<file path="config.mk">
export PLATFORM = sky130hd
export DESIGN_NAME = fpled_top
export DESIGN_NICKNAME = d
export VERILOG_FILES = /design/src/fpled_pkg.sv /design/src/fpled_blink_if.sv /design/src/fpled_top.sv /design/src/fpled_blink.sv /design/src/fpled_init_code.sv
export SDC_FILE = /design/constraint.sdc
export NUM_CORES = 1
export LEC_CHECK = 0
export BUFFER_PORTS_ARGS = -buffer_cell sky130_fd_sc_hd__buf_2
export CORE_ASPECT_RATIO = 1.1
export CORE_MARGIN = 2
export CORE_UTILIZATION = 43
export CTS_CLUSTER_DIAMETER = 60
export DETAILED_ROUTE_END_ITERATION = 10
export PLACE_DENSITY = 0.67
export SLEW_MARGIN = 20
export SYNTH_ARGS = -nofsm -noshare
export SYNTH_HDL_FRONTEND = slang
export SYNTH_SLANG_ARGS = --single-unit
</file>
<file path="constraint.sdc">
create_clock -name clk -period 2.7 [get_ports clk]
set_clock_uncertainty 0.1 [all_clocks]
set_input_delay 0.27 -clock clk [delete_from_list [all_inputs] [get_ports clk]]
set_output_delay 0.27 -clock clk [all_outputs]
set_load 0.03 [all_outputs]
</file>
<file path="src/fpled_pkg.sv">
package fpled_pkg;

	// ----------------------------------------------------------------
	// initialisation step codes shown on leds 4..1
	// ----------------------------------------------------------------
	localparam logic [3:0] INIT_IDLE = 4'h0;
	localparam logic [3:0] INIT_SYS_CLK = 4'h1;
	localparam logic [3:0] INIT_USER_CLK = 4'h2;
	localparam logic [3:0] INIT_OSC_CTRL = 4'h3;
	localparam logic [3:0] INIT_XPOINT = 4'h4;
	localparam logic [3:0] INIT_CLK_DIST = 4'h5;
	localparam logic [3:0] INIT_ADC_A = 4'h6;
	localparam logic [3:0] INIT_ADC_D = 4'h9;

	// step busy vector bit positions
	localparam int STEP_SYS_CLK = 0;
	localparam int STEP_USER_CLK = 1;
	localparam int STEP_OSC_CTRL = 2;
	localparam int STEP_XPOINT = 3;
	localparam int STEP_CLK_DIST = 4;
	localparam int STEP_ADC_A = 5;
	localparam int NUM_STEPS = 9;

	// ----------------------------------------------------------------
	// reset values
	// ----------------------------------------------------------------
	localparam logic [3:0] LED_RESET = 4'h0;
	localparam logic LAMP_RESET = 1'b0;

	// ----------------------------------------------------------------
	// blink timing
	// ----------------------------------------------------------------
	localparam int CLK_PERIOD_NS = 10;
	localparam int TICK_TIME_NS = 1000000;
	localparam int TICK_CYCLES = TICK_TIME_NS / CLK_PERIOD_NS;
	localparam int TICK_W = 17;
	localparam int PHASE_W = 10;
	localparam logic [PHASE_W-1:0] BLINK_PERIOD_TICKS = 10'h3e8;
	localparam logic [PHASE_W-1:0] SLOW_ON_TICKS = 10'h1f4;
	localparam logic [PHASE_W-1:0] SHORT_ON_TICKS = 10'h064;
	localparam logic [PHASE_W-1:0] LONG_ON_TICKS = 10'h384;

	// ----------------------------------------------------------------
	// owner of leds 4..1
	// ----------------------------------------------------------------
	typedef enum logic [1:0] {
		OWN_INIT,
		OWN_STATUS,
		OWN_USER
	} fpled_owner_t;

endpackage : fpled_pkg

</file>
<file path="src/fpled_blink_if.sv">
`timescale 1ns/1ps

interface fpled_blink_if;
	logic slowOn;
	logic shortOn;
	logic longOn;

	modport src (
		output slowOn,
		output shortOn,
		output longOn
	);

	modport snk (
		input slowOn,
		input shortOn,
		input longOn
	);
endinterface : fpled_blink_if

</file>
<file path="src/fpled_top.sv">
`timescale 1ns/1ps

module fpled_top #(
	parameter int unsigned TICK_CYCLES = fpled_pkg::TICK_CYCLES
) (
	input wire logic clk, // system clock, 100 MHz
	input wire logic rst, // synchronous reset, high
	input wire logic [fpled_pkg::NUM_STEPS-1:0] stepBusy, // init step in progress
	input wire logic payloadPowerOk, // payload power and supplies on
	input wire logic boardConfigDone, // board configuration finished
	input wire logic logicConfigured, // programmable logic configured
	input wire logic logicConfigFail, // logic configuration failed
	input wire logic [3:0] acqBusy, // acquisition units A..D busy
	input wire logic [1:0] memCalOk, // memory controllers 0,1 functional
	input wire logic [3:0] adcChanCal, // converter channels A..D calibrated
	input wire logic pcieUp, // pcie subsystem running
	input wire logic pcieRstDone, // pcie reset released
	input wire logic userMode, // software selects user mode
	input wire logic [3:0] userLed, // software led values
	input wire logic hsExtractNeg, // extraction negotiation running
	input wire logic hsInsertNeg, // insertion negotiation running
	input wire logic hsAwaitActivation, // waiting for activation
	input wire logic hsReadyRemove, // ready to be removed
	output logic [3:0] led, // front leds 4..1
	output logic boardCfgLed, // board configuration led
	output logic logicCfgLed, // logic configured led
	output logic hotSwapLed // hot-swap led
);

	fpled_pkg::fpled_owner_t ledOwner;
	fpled_pkg::fpled_owner_t next_ledOwner;
	logic [3:0] next_led;
	logic next_boardCfgLed;
	logic next_logicCfgLed;
	logic next_hotSwapLed;
	logic [3:0] initCode;
	logic logicReady;
	logic [3:0] statusLed;

	fpled_blink_if blinkBus ();

	// ----------------------------------------------------------------
	// submodules
	// ----------------------------------------------------------------
	fpled_blink #(
		.TICK_CYCLES(TICK_CYCLES)
	) blinkGen (
		.clk(clk),
		.rst(rst),
		.blink(blinkBus.src)
	);

	fpled_init_code initEnc (
		.stepBusy(stepBusy),
		.code(initCode)
	);

	// ----------------------------------------------------------------
	// status mode sources
	// ----------------------------------------------------------------
	assign logicReady = boardConfigDone && logicConfigured && !logicConfigFail;

	always_comb
	begin
		statusLed[0] = |acqBusy;
		statusLed[1] = &memCalOk;
		statusLed[2] = &adcChanCal;
		statusLed[3] = pcieUp && pcieRstDone;
	end

	// ----------------------------------------------------------------
	// led owner
	// ----------------------------------------------------------------
	always_comb
	begin
		next_ledOwner = ledOwner;
		case (ledOwner)
			fpled_pkg::OWN_INIT:
			begin
				if (logicReady)
					next_ledOwner = fpled_pkg::OWN_STATUS;
			end
			fpled_pkg::OWN_STATUS:
			begin
				if (!logicReady)
					next_ledOwner = fpled_pkg::OWN_INIT;
				else if (userMode)
					next_ledOwner = fpled_pkg::OWN_USER;
			end
			fpled_pkg::OWN_USER:
			begin
				if (!logicReady)
					next_ledOwner = fpled_pkg::OWN_INIT;
				else if (!userMode)
					next_ledOwner = fpled_pkg::OWN_STATUS;
			end
			default:
			begin
				next_ledOwner = fpled_pkg::OWN_INIT;
			end
		endcase
	end

	always_ff @(posedge clk)
	begin
		if (rst)
			ledOwner <= fpled_pkg::OWN_INIT;
		else
			ledOwner <= next_ledOwner;
	end

	// ----------------------------------------------------------------
	// led outputs
	// ----------------------------------------------------------------
	always_comb
	begin
		case (next_ledOwner)
			fpled_pkg::OWN_INIT:
				next_led = initCode;
			fpled_pkg::OWN_STATUS:
				next_led = statusLed;
			fpled_pkg::OWN_USER:
				next_led = userLed;
			default:
				next_led = fpled_pkg::LED_RESET;
		endcase
	end

	always_comb
	begin
		if (!payloadPowerOk)
			next_boardCfgLed = 1'b0;
		else if (boardConfigDone)
			next_boardCfgLed = 1'b1;
		else
			next_boardCfgLed = blinkBus.slowOn;
	end

	always_comb
	begin
		next_logicCfgLed = logicConfigured && !logicConfigFail;
	end

	// extraction wins over insertion if both claimed
	always_comb
	begin
		if (hsExtractNeg)
			next_hotSwapLed = blinkBus.shortOn;
		else if (hsInsertNeg)
			next_hotSwapLed = blinkBus.longOn;
		else if (hsAwaitActivation || hsReadyRemove)
			next_hotSwapLed = 1'b1;
		else
			next_hotSwapLed = 1'b0;
	end

	always_ff @(posedge clk)
	begin
		if (rst)
		begin
			led <= fpled_pkg::LED_RESET;
			boardCfgLed <= fpled_pkg::LAMP_RESET;
			logicCfgLed <= fpled_pkg::LAMP_RESET;
			hotSwapLed <= fpled_pkg::LAMP_RESET;
		end
		else
		begin
			led <= next_led;
			boardCfgLed <= next_boardCfgLed;
			logicCfgLed <= next_logicCfgLed;
			hotSwapLed <= next_hotSwapLed;
		end
	end
endmodule : fpled_top

</file>
<file path="src/fpled_blink.sv">
`timescale 1ns/1ps

module fpled_blink #(
	parameter int unsigned TICK_CYCLES = fpled_pkg::TICK_CYCLES
) (
	input wire logic clk, // system clock
	input wire logic rst, // synchronous reset, high
	fpled_blink_if.src blink // blink pattern levels
);

	logic [fpled_pkg::TICK_W-1:0] preCnt;
	logic [fpled_pkg::TICK_W-1:0] next_preCnt;
	logic [fpled_pkg::PHASE_W-1:0] phaseCnt;
	logic [fpled_pkg::PHASE_W-1:0] next_phaseCnt;
	logic next_slowOn;
	logic next_shortOn;
	logic next_longOn;

	// ----------------------------------------------------------------
	// prescaler and blink phase
	// ----------------------------------------------------------------
	always_comb
	begin
		next_preCnt = preCnt + 1'b1;
		next_phaseCnt = phaseCnt;
		if (preCnt == fpled_pkg::TICK_W'(TICK_CYCLES - 1))
		begin
			next_preCnt = '0;
			if (phaseCnt == fpled_pkg::BLINK_PERIOD_TICKS - 1'b1)
				next_phaseCnt = '0;
			else
				next_phaseCnt = phaseCnt + 1'b1;
		end
		next_slowOn = next_phaseCnt < fpled_pkg::SLOW_ON_TICKS;
		next_shortOn = next_phaseCnt < fpled_pkg::SHORT_ON_TICKS;
		next_longOn = next_phaseCnt < fpled_pkg::LONG_ON_TICKS;
	end

	always_ff @(posedge clk)
	begin
		if (rst)
		begin
			preCnt <= '0;
			phaseCnt <= '0;
			blink.slowOn <= 1'b1;
			blink.shortOn <= 1'b1;
			blink.longOn <= 1'b1;
		end
		else
		begin
			preCnt <= next_preCnt;
			phaseCnt <= next_phaseCnt;
			blink.slowOn <= next_slowOn;
			blink.shortOn <= next_shortOn;
			blink.longOn <= next_longOn;
		end
	end
endmodule : fpled_blink

</file>
<file path="src/fpled_init_code.sv">
`timescale 1ns/1ps

module fpled_init_code (
	input wire logic [fpled_pkg::NUM_STEPS-1:0] stepBusy, // one bit per init step
	output logic [3:0] code // step code, lowest busy step wins
);

	// ----------------------------------------------------------------
	// priority encoder, idle when nothing is busy
	// ----------------------------------------------------------------
	always_comb
	begin
		code = fpled_pkg::INIT_IDLE;
		for (int i = fpled_pkg::NUM_STEPS - 1; i >= 0; i--)
		begin
			if (stepBusy[i])
				code = 4'(i + 1);
		end
	end

endmodule : fpled_init_code

</file>
==> results_dict.tcl, run 1 <==
set metrics [dict create \
    fp.dieH_microns 74.62 \
    worstMarginPinSlew_ns 0.4689 \
    avgSynthCellArea_sq_um 8.260 \
    cts.reportedPaths.clkPinSlew_ns 0.08 \
    period_minus_slack_ns 2.218 \
    place_hpwl_microns 3147 \
    final_util_pct 52.70 \
    htreeDepth 2 \
    clock_tree.buffer_depth 2 \
    cts_root_buffer "clkbuf_8" \
    worst_setup_path_end_kind "register" \
    tns_ns 0 \
    post_synth_num_cell_types 50 \
    synthMuxAreaShare_pct 0.5135 \
    io_buffers 42 \
    setup_viol 0 \
    maxCapViolations 0 \
    synth_edf_count 0 \
    cp.arrival_ns 2.33 \
    vdd_drop_max_uv 225.7 \
    fin_cells 333 \
    min_from "logicConfigFail" \
    grt.total_usage_pct 18.65 \
    die_w_microns 68.20 \
    crit_start "blinkGen.preCnt[0]" \
    grt_pass1_vias 1667 \
    cts_buffers 5 \
    cts_setup_buffers 0 \
    maxSlewHeadroom_pct 68.66 \
    die-area_sq_um 5088 \
    start_kind "register" \
    syn_to_final_growth_pct 16.69 \
    routedWlPerCell_microns 12.66 \
    ys_warn_count 0 \
    synth_seq_area_share_pct 40.05 \
    cp_max_fo 16 \
    netlist_area_sq_um 1949 \
    grt_pass1_wl_microns 7169 \
    drc 0 \
    via_per_inst 5.613 \
    p_per_area_nw_per_um2 467.6 \
    gp_congestion 0.8973 \
    cts_tree "yes" \
    core-area_sq_um 4317 \
    vias 1869 \
    ioPinCount 43 \
    drive_gt1_share_pct 19.71 \
    dr.pass1.iters 4 \
    start_util_pct 45.16 \
    ys.flop_type "dfxtp_1" \
    fmax_mhz 450.8 \
    r2r-start "blinkGen.preCnt[0]" \
    diodes 0 \
    critPathKind "register to register" \
    required_ns 2.82 \
    rsz0062_at_grt "false" \
    power_leakage_nw 0.8720 \
    ys_async_sr_fraction_pct 0 \
    synth_seq_cells 39 \
    syn_nets 274 \
    fin_crit_sh_pct 82.15 \
    antenna_found_initial 0 \
    hold_buffers 0 \
    status "complete, no violations" \
    hold_violations 0 \
    drt_iter0_drc 95 \
    yosys.area_share.simple_pct 31.58 \
    clock_latency_ns 0.29 \
    syn_inst 236 \
    synth_compound_area_share_pct 16.37 \
    rows 25 \
    ant_nets 0 \
    dp_cells 325 \
    ctsResizeCount 0 \
    synth_xor_xnor_area_share_pct 6.739 \
    hold_class "input pin to register" \
    grt_max_degree 21 \
    synthAdderAreaFrac_pct 1.284 \
    synth_top_family_by_area "simple AND/OR/NAND/NOR gates" \
    cts.sinks 39 \
    grt_overflow_total 0 \
    nets 316 \
    wl_microns 4217 \
    finalMaxSlewViolations 0 \
]
## registers in the layout, indices dropped and copies added, names as in the netlist
register                cells
blinkGen.preCnt            17
blinkGen.phaseCnt          10
led                         4
ledOwner                    2
blinkGen.blink.longOn       1
blinkGen.blink.shortOn      1
blinkGen.blink.slowOn       1
boardCfgLed                 1
hotSwapLed                  1
logicCfgLed                 1
## placed cells by master, fill, tap and decap left out, types with 2 or more instances in the layout
cell type  instances
buf_2             42
dfxtp_1           39
nor2_1            32
a21oi_1           20
nand2_1           19
o21ai_0           16
nand3_1           15
xor2_1            11
inv_1              8
nor3_1             8
nand4_1            7
clkbuf_8           5
nor4_1             4
or3_1              4
xnor2_1            4
nand2b_1           3
and4bb_2           2
and4_1             2
o211ai_1           2
a211oi_1           2
or4_1              2
and3_1             2
a41oi_1            2
ha_1               2
## final timing paths
check                                             end  cells past startpoint  slack (ns)
worst max-delay path            blinkGen.blink.longOn                      7        0.48
worst min-delay path                      logicCfgLed                      2        0.05
worst max register to register  blinkGen.blink.longOn                      7        0.48
worst min register to register             hotSwapLed                      2        0.37
## Yosys cell counts, types with 2 or more instances
cell / instances / area, sq um
or3_1: 4 / 25.02
clkbuf_2: 2 / 10.01
a21oi_1: 20 / 100.1
o21ai_0: 16 / 80.08
xor2_1: 11 / 96.34
and4bb_2: 2 / 25.02
and3_1: 2 / 12.51
clkbuf_1: 2 / 7.510
and4_1: 2 / 17.52
o211ai_1: 2 / 15.01
or4_1: 2 / 15.01
dfxtp_1: 39 / 780.8
xnor2_1: 4 / 35.03
a41oi_1: 2 / 17.52
nand3_1: 15 / 75.07
nand2_1: 19 / 71.32
nor4_1: 4 / 25.02
inv_1: 8 / 30.03
a211oi_1: 2 / 15.01
ha_1: 2 / 25.02
nand2b_1: 3 / 18.77
nor2_1: 32 / 120.1
nand4_1: 7 / 43.79
nor3_1: 8 / 40.04
## per-stage QoR
stage               power [mW]  worst slack, ns  cell area (sq um)  hold WS, ns
finish                   1.064           0.4819               2275      0.04528
detailed placement      0.6928           0.4873               2190       0.3492
global route             1.112           0.2944               2275      0.04998
global placement        0.6914           0.6115               2190       0.3450
CTS                      1.076           0.4653               2275      0.02995
floorplan               0.6503           0.7686               1949       0.2461
## kinds of logic (layout without fill, tap and decap cells)
logic type | count (synthesis) | in the layout
buffers and inverters | 15 | 58
DFF | 39 | 39
xor gates and xnor gates | 15 | 15
AOI/OAI and AO/OA | 53 | 53
and+or+nand+nor | 111 | 111
muxes | 1 | 1
adders and majority gates | 2 | 2
## critical path, stage by stage (launching register included)
cell and delay (ns):
dfxtp_1 0.38, ha_1 0.24, and4_1 0.27, nand4_4 0.23, o21ai_0 0.31, o211ai_1 0.17
or2_1 0.25, o2111ai_1 0.19
## report_power, final
group / switching [mW] / internal [mW] / leakage [nW] / total (mW)
Combinational: 0.0489 / 0.0374 / 0.514 / 0.0862
Sequential: 0.00745 / 0.586 / 0.316 / 0.593
Clock: 0.204 / 0.180 / 0.0412 / 0.384
Total: 0.260 / 0.803 / 0.872 / 1.06
## area by class of cell
type,count,area (sq um)
clock buffer,6,72.57
clock inverter,2,12.51
fill,400,2042
inverter,8,30.03
multi-input combinational,182,1101
sequential,39,780.7
tap,54,67.56
timing repair buffer,42,210.2
## metal layers
| layer | part of all wire (%) | GRT usage (%) | vias up |
|---|---|---|---|
| met5 | 0 | 0 | - |
| met1 | 45 | 22.80 | 858 |
| met4 | 1.4 | 8.000 | 0 |
| met3 | 6.5 | 5.381 | 5 |
| met2 | 47 | 30.53 | 61 |
| li1 | - | - | 945 |
Power figures use the tool's default switching activity.
==> run 2: changes to the inputs <==
- ABC_AREA: unset -> 1
- PLACE_DENSITY: 0.67 -> 0.68
- clock period: 2.7 -> 1.8 ns (I/O delays scaled with it)
==> run 2 against run 1 <==
The flow now finishes with violations (negative setup slack). Sequential power is 49% higher. Worst setup slack worse by 0.50 ns. Sequential share of layout area shrank 8.0 points. Die area rose by 12%. Power grew 79%. Register-to-register slack got worse by 0.50 ns. Clock power grew 130%. Largest power group unchanged.
==> results_dict.tcl, run 2 <==
set metrics [dict create \
    status "finished with violations" \
    violations "negative setup slack" \
    synth.largest_area_cell "dfxtp_1" \
    maxCapViolations 0 \
    via_per_inst 5.148 \
    syn_nets 363 \
    routedWlPerCell_microns 12.11 \
    period_minus_slack_ns 1.816 \
    htreeDepth 2 \
    clock_tree.buffer_depth 2 \
    antenna_found_initial 0 \
    synth_edf_count 0 \
    hold_violations 0 \
    dp_cells 438 \
    fin_cells 453 \
    post_synth_num_cell_types 36 \
    synthTopCellsByCount "nand2_1, nor2_1, inv_1" \
    diodes 0 \
    dpl_cell_area_sq_um 2591 \
    cts_root_buffer "clkbuf_8" \
    worstMarginPinSlew_ns 0.4842 \
    ioPinCount 43 \
    start_kind "register" \
    path_cells "nand2_2, nor2_1, nand2_1, nor2_4, buf_12, nand3_2, nand2_2, nand2_2, nor2_2, nand3_1, nand2_1, inv_1" \
    hold_class "input pin to register" \
    gp_congestion 0.8955 \
    ys.flop_type "dfxtp_1" \
    start_util_pct 44.14 \
    dp_worst_setup_slack_ns -0.05172 \
    vdd_drop_max_uv 618.8 \
    cts_buffers 5 \
    synth_seq_cells 39 \
    avgSynthCellArea_sq_um 6.745 \
    synth_top_area_share_pct 35.62 \
    ys_warn_count 0 \
    syn_to_final_growth_pct 36.30 \
    synth.most_common_cell "nand2_1" \
    drive_gt1_share_pct 35.44 \
    core-area_sq_um 4966 \
    finalMaxSlewViolations 0 \
    holdWs_ns 0.004644 \
    critPathTopFamily "simple AND/OR/NAND/NOR gates" \
    synth_seq_area_share_pct 35.62 \
    wl_microns 5484 \
    regMostFlops "blinkGen.preCnt" \
    dr.pass1.iters 4 \
    cp.arrival_ns 1.91 \
    io_buffers 42 \
    fmax_mhz 550.7 \
    cts.reportedPaths.clkPinSlew_ns 0.08 \
    grt.total_usage_pct 20.06 \
    worst_setup_path_end_kind "register" \
    p_per_area_nw_per_um2 636.9 \
    grt_pass1_wl_microns 9163 \
    vias 2332 \
    rows 27 \
    final_common_cell "nand2_1" \
    cp_max_fo 7 \
    clock_latency_ns 0.29 \
    synthTopCellsByArea "dfxtp_1, nand2_1, nor2_1" \
    cpMostUsedCell "nand2_2" \
    top_regs "blinkGen.preCnt: 17 flops, blinkGen.phaseCnt: 10 flops, led: 4 flops" \
    setup_ws_ns -0.01581 \
    power_leakage_nw 1.281 \
    syn_inst 325 \
    required_ns 1.90 \
    max_stage_delay_ns 0.47 \
    cpMaxStageDelayCell "dfxtp_1" \
    fp.dieH_microns 78.89 \
    drc 0 \
    fin_crit_sh_pct 100.9 \
    grt_max_degree 14 \
    final_cell_mix "nand2_1, buf_2, inv_1" \
    critPathBufInv 2 \
    nets 432 \
    grt_pass1_vias 2162 \
    maxSlewHeadroom_pct 67.62 \
    die-area_sq_um 5686 \
    die_w_microns 72.08 \
    place_hpwl_microns 3995 \
    largest_register_ffs 17 \
    setup_viol 1 \
    drt_iter0_drc 132 \
    critPathKind "register to register" \
    grt_overflow_total 0 \
    netlist_area_sq_um 2192 \
    fin_area_sq_um 2988 \
    rsz0062_at_grt "true" \
    cts_tree "yes" \
    cts.sinks 39 \
    ys_async_sr_fraction_pct 0 \
    ant_nets 0 \
]
-- run 2: changes by cell type after synthesis, moves of 7 or more --
cell	change
nand2_1	+47
inv_1	+33
nand3_1	+15
nor2_1	+10
xor2_1	-10
nor2_2	+9
nand2_2	+7
o21ai_0	-7
-- run 2: metrics by stage --
stage               TNS [ns]  total power, mW  utilization [%]
floorplan                  0           0.9602                -
global placement           0            1.029            52.18
detailed placement  -0.08704            1.031            52.18
CTS                 -0.01745            1.909            55.98
global route         -0.5138            1.985            60.17
finish              -0.01581            1.903            60.17
-- run 2: worst min-delay path, delay by kind of cell --
family	cells	cell delay, ns
buffers and inverters	1	0.08
and+or+nand+nor	2	0.10
-- run 2: cell families (layout without fill, tap and decap cells) --
family,Yosys count,count (layout),share of synthesized area (%)
xor+xnor,1,1,0.3996
flops,39,39,35.62
simple gates,195,195,43.84
compound gates,37,37,10.22
buf+inv,51,121,8.790
fa+ha+maj,2,2,1.141
-- run 2: worst paths after layout --
kind                         startpoint                    end  slack [ns]  depth (start not counted)
setup / recovery    blinkGen.preCnt[10]  blinkGen.blink.slowOn       -0.02                         12
hold / removal               userLed[1]                 led[1]       0.005                          3
hold reg to reg   blinkGen.blink.slowOn            boardCfgLed        0.40                          2
setup reg to reg    blinkGen.preCnt[10]  blinkGen.blink.slowOn       -0.02                         12
-- run 2: power breakdown --
part           internal, mW  switching, mW  leakage (nW)  total [mW]
registers             0.877        0.00815         0.318       0.885
clock network         0.553          0.321        0.0644       0.874
logic                0.0697         0.0744         0.899       0.144
-- run 2: routing by layer --
layer	up-vias	track usage (%)	share of wire [%]
met3	14	4.442	4.3
met1	1053	24.20	44
li1	1208	-	-
met5	-	0	0
met4	0	6.981	2.1
met2	57	34.68	50
-- run 2: what timing repair did --
action	4_1_cts	5_1_grt
hold buffers	1	0
cloned	0	1
buffers inserted	1	4
endpoints found under the setup margin	6	10
hold endpoints to repair	1	0
pin swaps	9	23
gates resized for setup	10	34
-- run 2: cell type report --
| class | count | area [sq um] |
|---|---|---|
| clock inverter | 3 | 67.56 |
| inverter | 49 | 183.9 |
| multi-input combinational | 235 | 1384 |
| clock buffer | 5 | 68.82 |
| tap | 58 | 72.57 |
| sequential | 39 | 787.0 |
| fill | 451 | 1978 |
| timing repair buffer | 64 | 424.2 |
==> run 3: changes to the inputs <==
==> constraint.sdc (replaced) <==
create_clock -name clk -period 1.8 [get_ports clk]
set_clock_uncertainty 0.1 [all_clocks]
set_input_delay 0.36 -clock clk [delete_from_list [all_inputs] [get_ports clk]]
set_output_delay 0.36 -clock clk [all_outputs]
set_load 0.03 [all_outputs]
==> run 3 against run 2 <==
Clock-buffer cell count did not move. Critical path depth did not move. Combinational power fell by 9.7%. Critical path type unchanged. Power fell by 9.2%. Utilization fell by 2.6 points. Wire length fell by 9.2%. Sequential share of layout area rose by 1.2 points. Fmax rose by 3.7%. Final cell count fell by 1.1%. First-iteration DRC count fell by 38%. Via count fell by 3.0%. Critical endpoint is now blinkGen.blink.shortOn. Largest cell class unchanged. The flow now finishes without violations. Worst setup slack improved by 0.064 ns.
==> results_dict.tcl, run 3 (synthesis gave the netlist of run 2 again) <==
set metrics [dict create \
    drive_gt1_share_pct 34.62 \
    nets 428 \
    setup_ws_ns 0.04842 \
    cts.reportedPaths.clkPinSlew_ns 0.07 \
    htreeDepth 2 \
    critPathKind "register to register" \
    setup_viol 0 \
    holdPathStages 2 \
    finalMaxSlewViolations 0 \
    diodes 0 \
    fp.dieH_microns 78.89 \
    grt.total_usage_pct 18.41 \
    routedWlPerCell_microns 11.11 \
    required_ns 1.90 \
    clock_tree.buffer_depth 2 \
    grt_pass1_vias 2025 \
    top_regs "blinkGen.preCnt: 17 flops, blinkGen.phaseCnt: 10 flops, led: 4 flops" \
    power_mw 1.728 \
    worst_setup_path_end_kind "register" \
    via_per_inst 5.047 \
    worstMarginPinSlew_ns 0.3881 \
    hold_class "input pin to register" \
    grt_pass1_wl_microns 8424 \
    rows 27 \
    dr.pass1.iters 4 \
    power_leakage_nw 1.217 \
    ant_nets 0 \
    ioPinCount 43 \
    syn_to_final_growth_pct 30.48 \
    fin_crit_sh_pct 97.31 \
    start_kind "register" \
    largest_register_ffs 17 \
    fin_cells 448 \
    reg2regPathDepth 12 \
    maxCapViolations 0 \
    p_per_area_nw_per_um2 604.0 \
    gp_congestion 0.8881 \
    cts_tree "yes" \
    fmax_mhz 570.9 \
    cts_root_buffer "clkbuf_8" \
    period_minus_slack_ns 1.752 \
    hold_violations 0 \
    maxSlewHeadroom_pct 74.04 \
    dp_worst_setup_slack_ns -0.03815 \
    final_util_pct 57.60 \
    antenna_found_initial 0 \
    place_hpwl_microns 3835 \
    grt_overflow_total 0 \
    clock_latency_ns 0.29 \
    die-area_sq_um 5686 \
    vdd_drop_max_uv 402.5 \
    start_util_pct 44.14 \
    cp.arrival_ns 1.85 \
    cp_max_fo 7 \
    status "complete, no violations" \
    final_cell_mix "nand2_1, buf_2, inv_1" \
    dp_cells 437 \
    wl_microns 4978 \
    drc 0 \
    drt_iter0_drc 82 \
    core-area_sq_um 4966 \
    die_w_microns 72.08 \
    io_buffers 42 \
    rsz0062_at_grt "true" \
    final_common_cell "nand2_1" \
    cts.sinks 39 \
    holdWs_ns 0.1352 \
    regMostFlops "blinkGen.preCnt" \
    fillers 474 \
    vias 2261 \
    cts_buffers 5 \
    grt_max_degree 13 \
]
run 3: cell count changes in the layout (fill, tap and decap cells not counted), sizes merged:
cell	previous run	this run
bufinv	2	1
dlygate4sd3	1	0
buf	62	60
clkbuf	6	5
run 3: critical path, stage by stage (launching register included):
cell	delay [ns]
dfxtp_2	0.36
ha_4	0.15
nand2_4	0.06
nor2_4	0.11
nand3b_1	0.14
nor2_4	0.23
nand2_1	0.09
inv_2	0.07
nand2_1	0.08
nand3_2	0.11
nand3_1	0.08
nand2_1	0.06
inv_1	0.03
run 3: final timing paths:
path | slack [ns] | startpoint | end
worst min-delay path | 0.14 | logicConfigFail | logicCfgLed
worst max-delay path | 0.05 | blinkGen.preCnt[0] | blinkGen.blink.shortOn
worst min register to register | 0.41 | blinkGen.preCnt[4] | blinkGen.preCnt[4]
worst max register to register | 0.05 | blinkGen.preCnt[0] | blinkGen.blink.shortOn
run 3: report_power, final:
group | switching, mW | leakage, nW | total [mW] | internal [mW]
Sequential | 0.00791 | 0.318 | 0.885 | 0.877
Clock | 0.307 | 0.0502 | 0.712 | 0.405
Combinational | 0.0690 | 0.848 | 0.130 | 0.0615
Total | 0.384 | 1.22 | 1.73 | 1.34
run 3: final cells by class:
class | instances | area [sq um] | share of cell area, %
Multi-Input combinational cell | 235 | 1353 | 47.29
Sequential cell | 39 | 787.0 | 27.52
Timing Repair Buffer | 60 | 357.8 | 12.51
Inverter | 49 | 183.9 | 6.430
Tap cell | 58 | 72.57 | 2.537
Clock buffer | 5 | 68.82 | 2.406
Clock inverter | 2 | 37.54 | 1.312
run 3: metal layers:
layer / vias to the layer above / global-route usage [%] / part of all wire [%]
met2: 58 / 31.74 / 49
li1: 1192 / - / -
met1: 1002 / 22.47 / 44
met4: 0 / 6.604 / 1.9
met5: - / 0 / 0
met3: 9 / 3.680 / 4.7
run 3: what timing repair did:
action,in CTS,in global routing
buffers inserted,2,2
hold buffers,0,0
gates resized for setup,11,27
pin swaps,10,13
endpoints found under the setup margin,3,13
run 3: through the flow:
stage / setup TNS [ns] / instance area (sq um)
2_1_floorplan: 0 / 2192
3_3_place_gp: 0 / 2584
3_5_place_dp: -0.07160 / 2584
4_1_cts: 0 / 2743
5_1_grt: -0.2005 / 2860
6_report: 0 / 2860
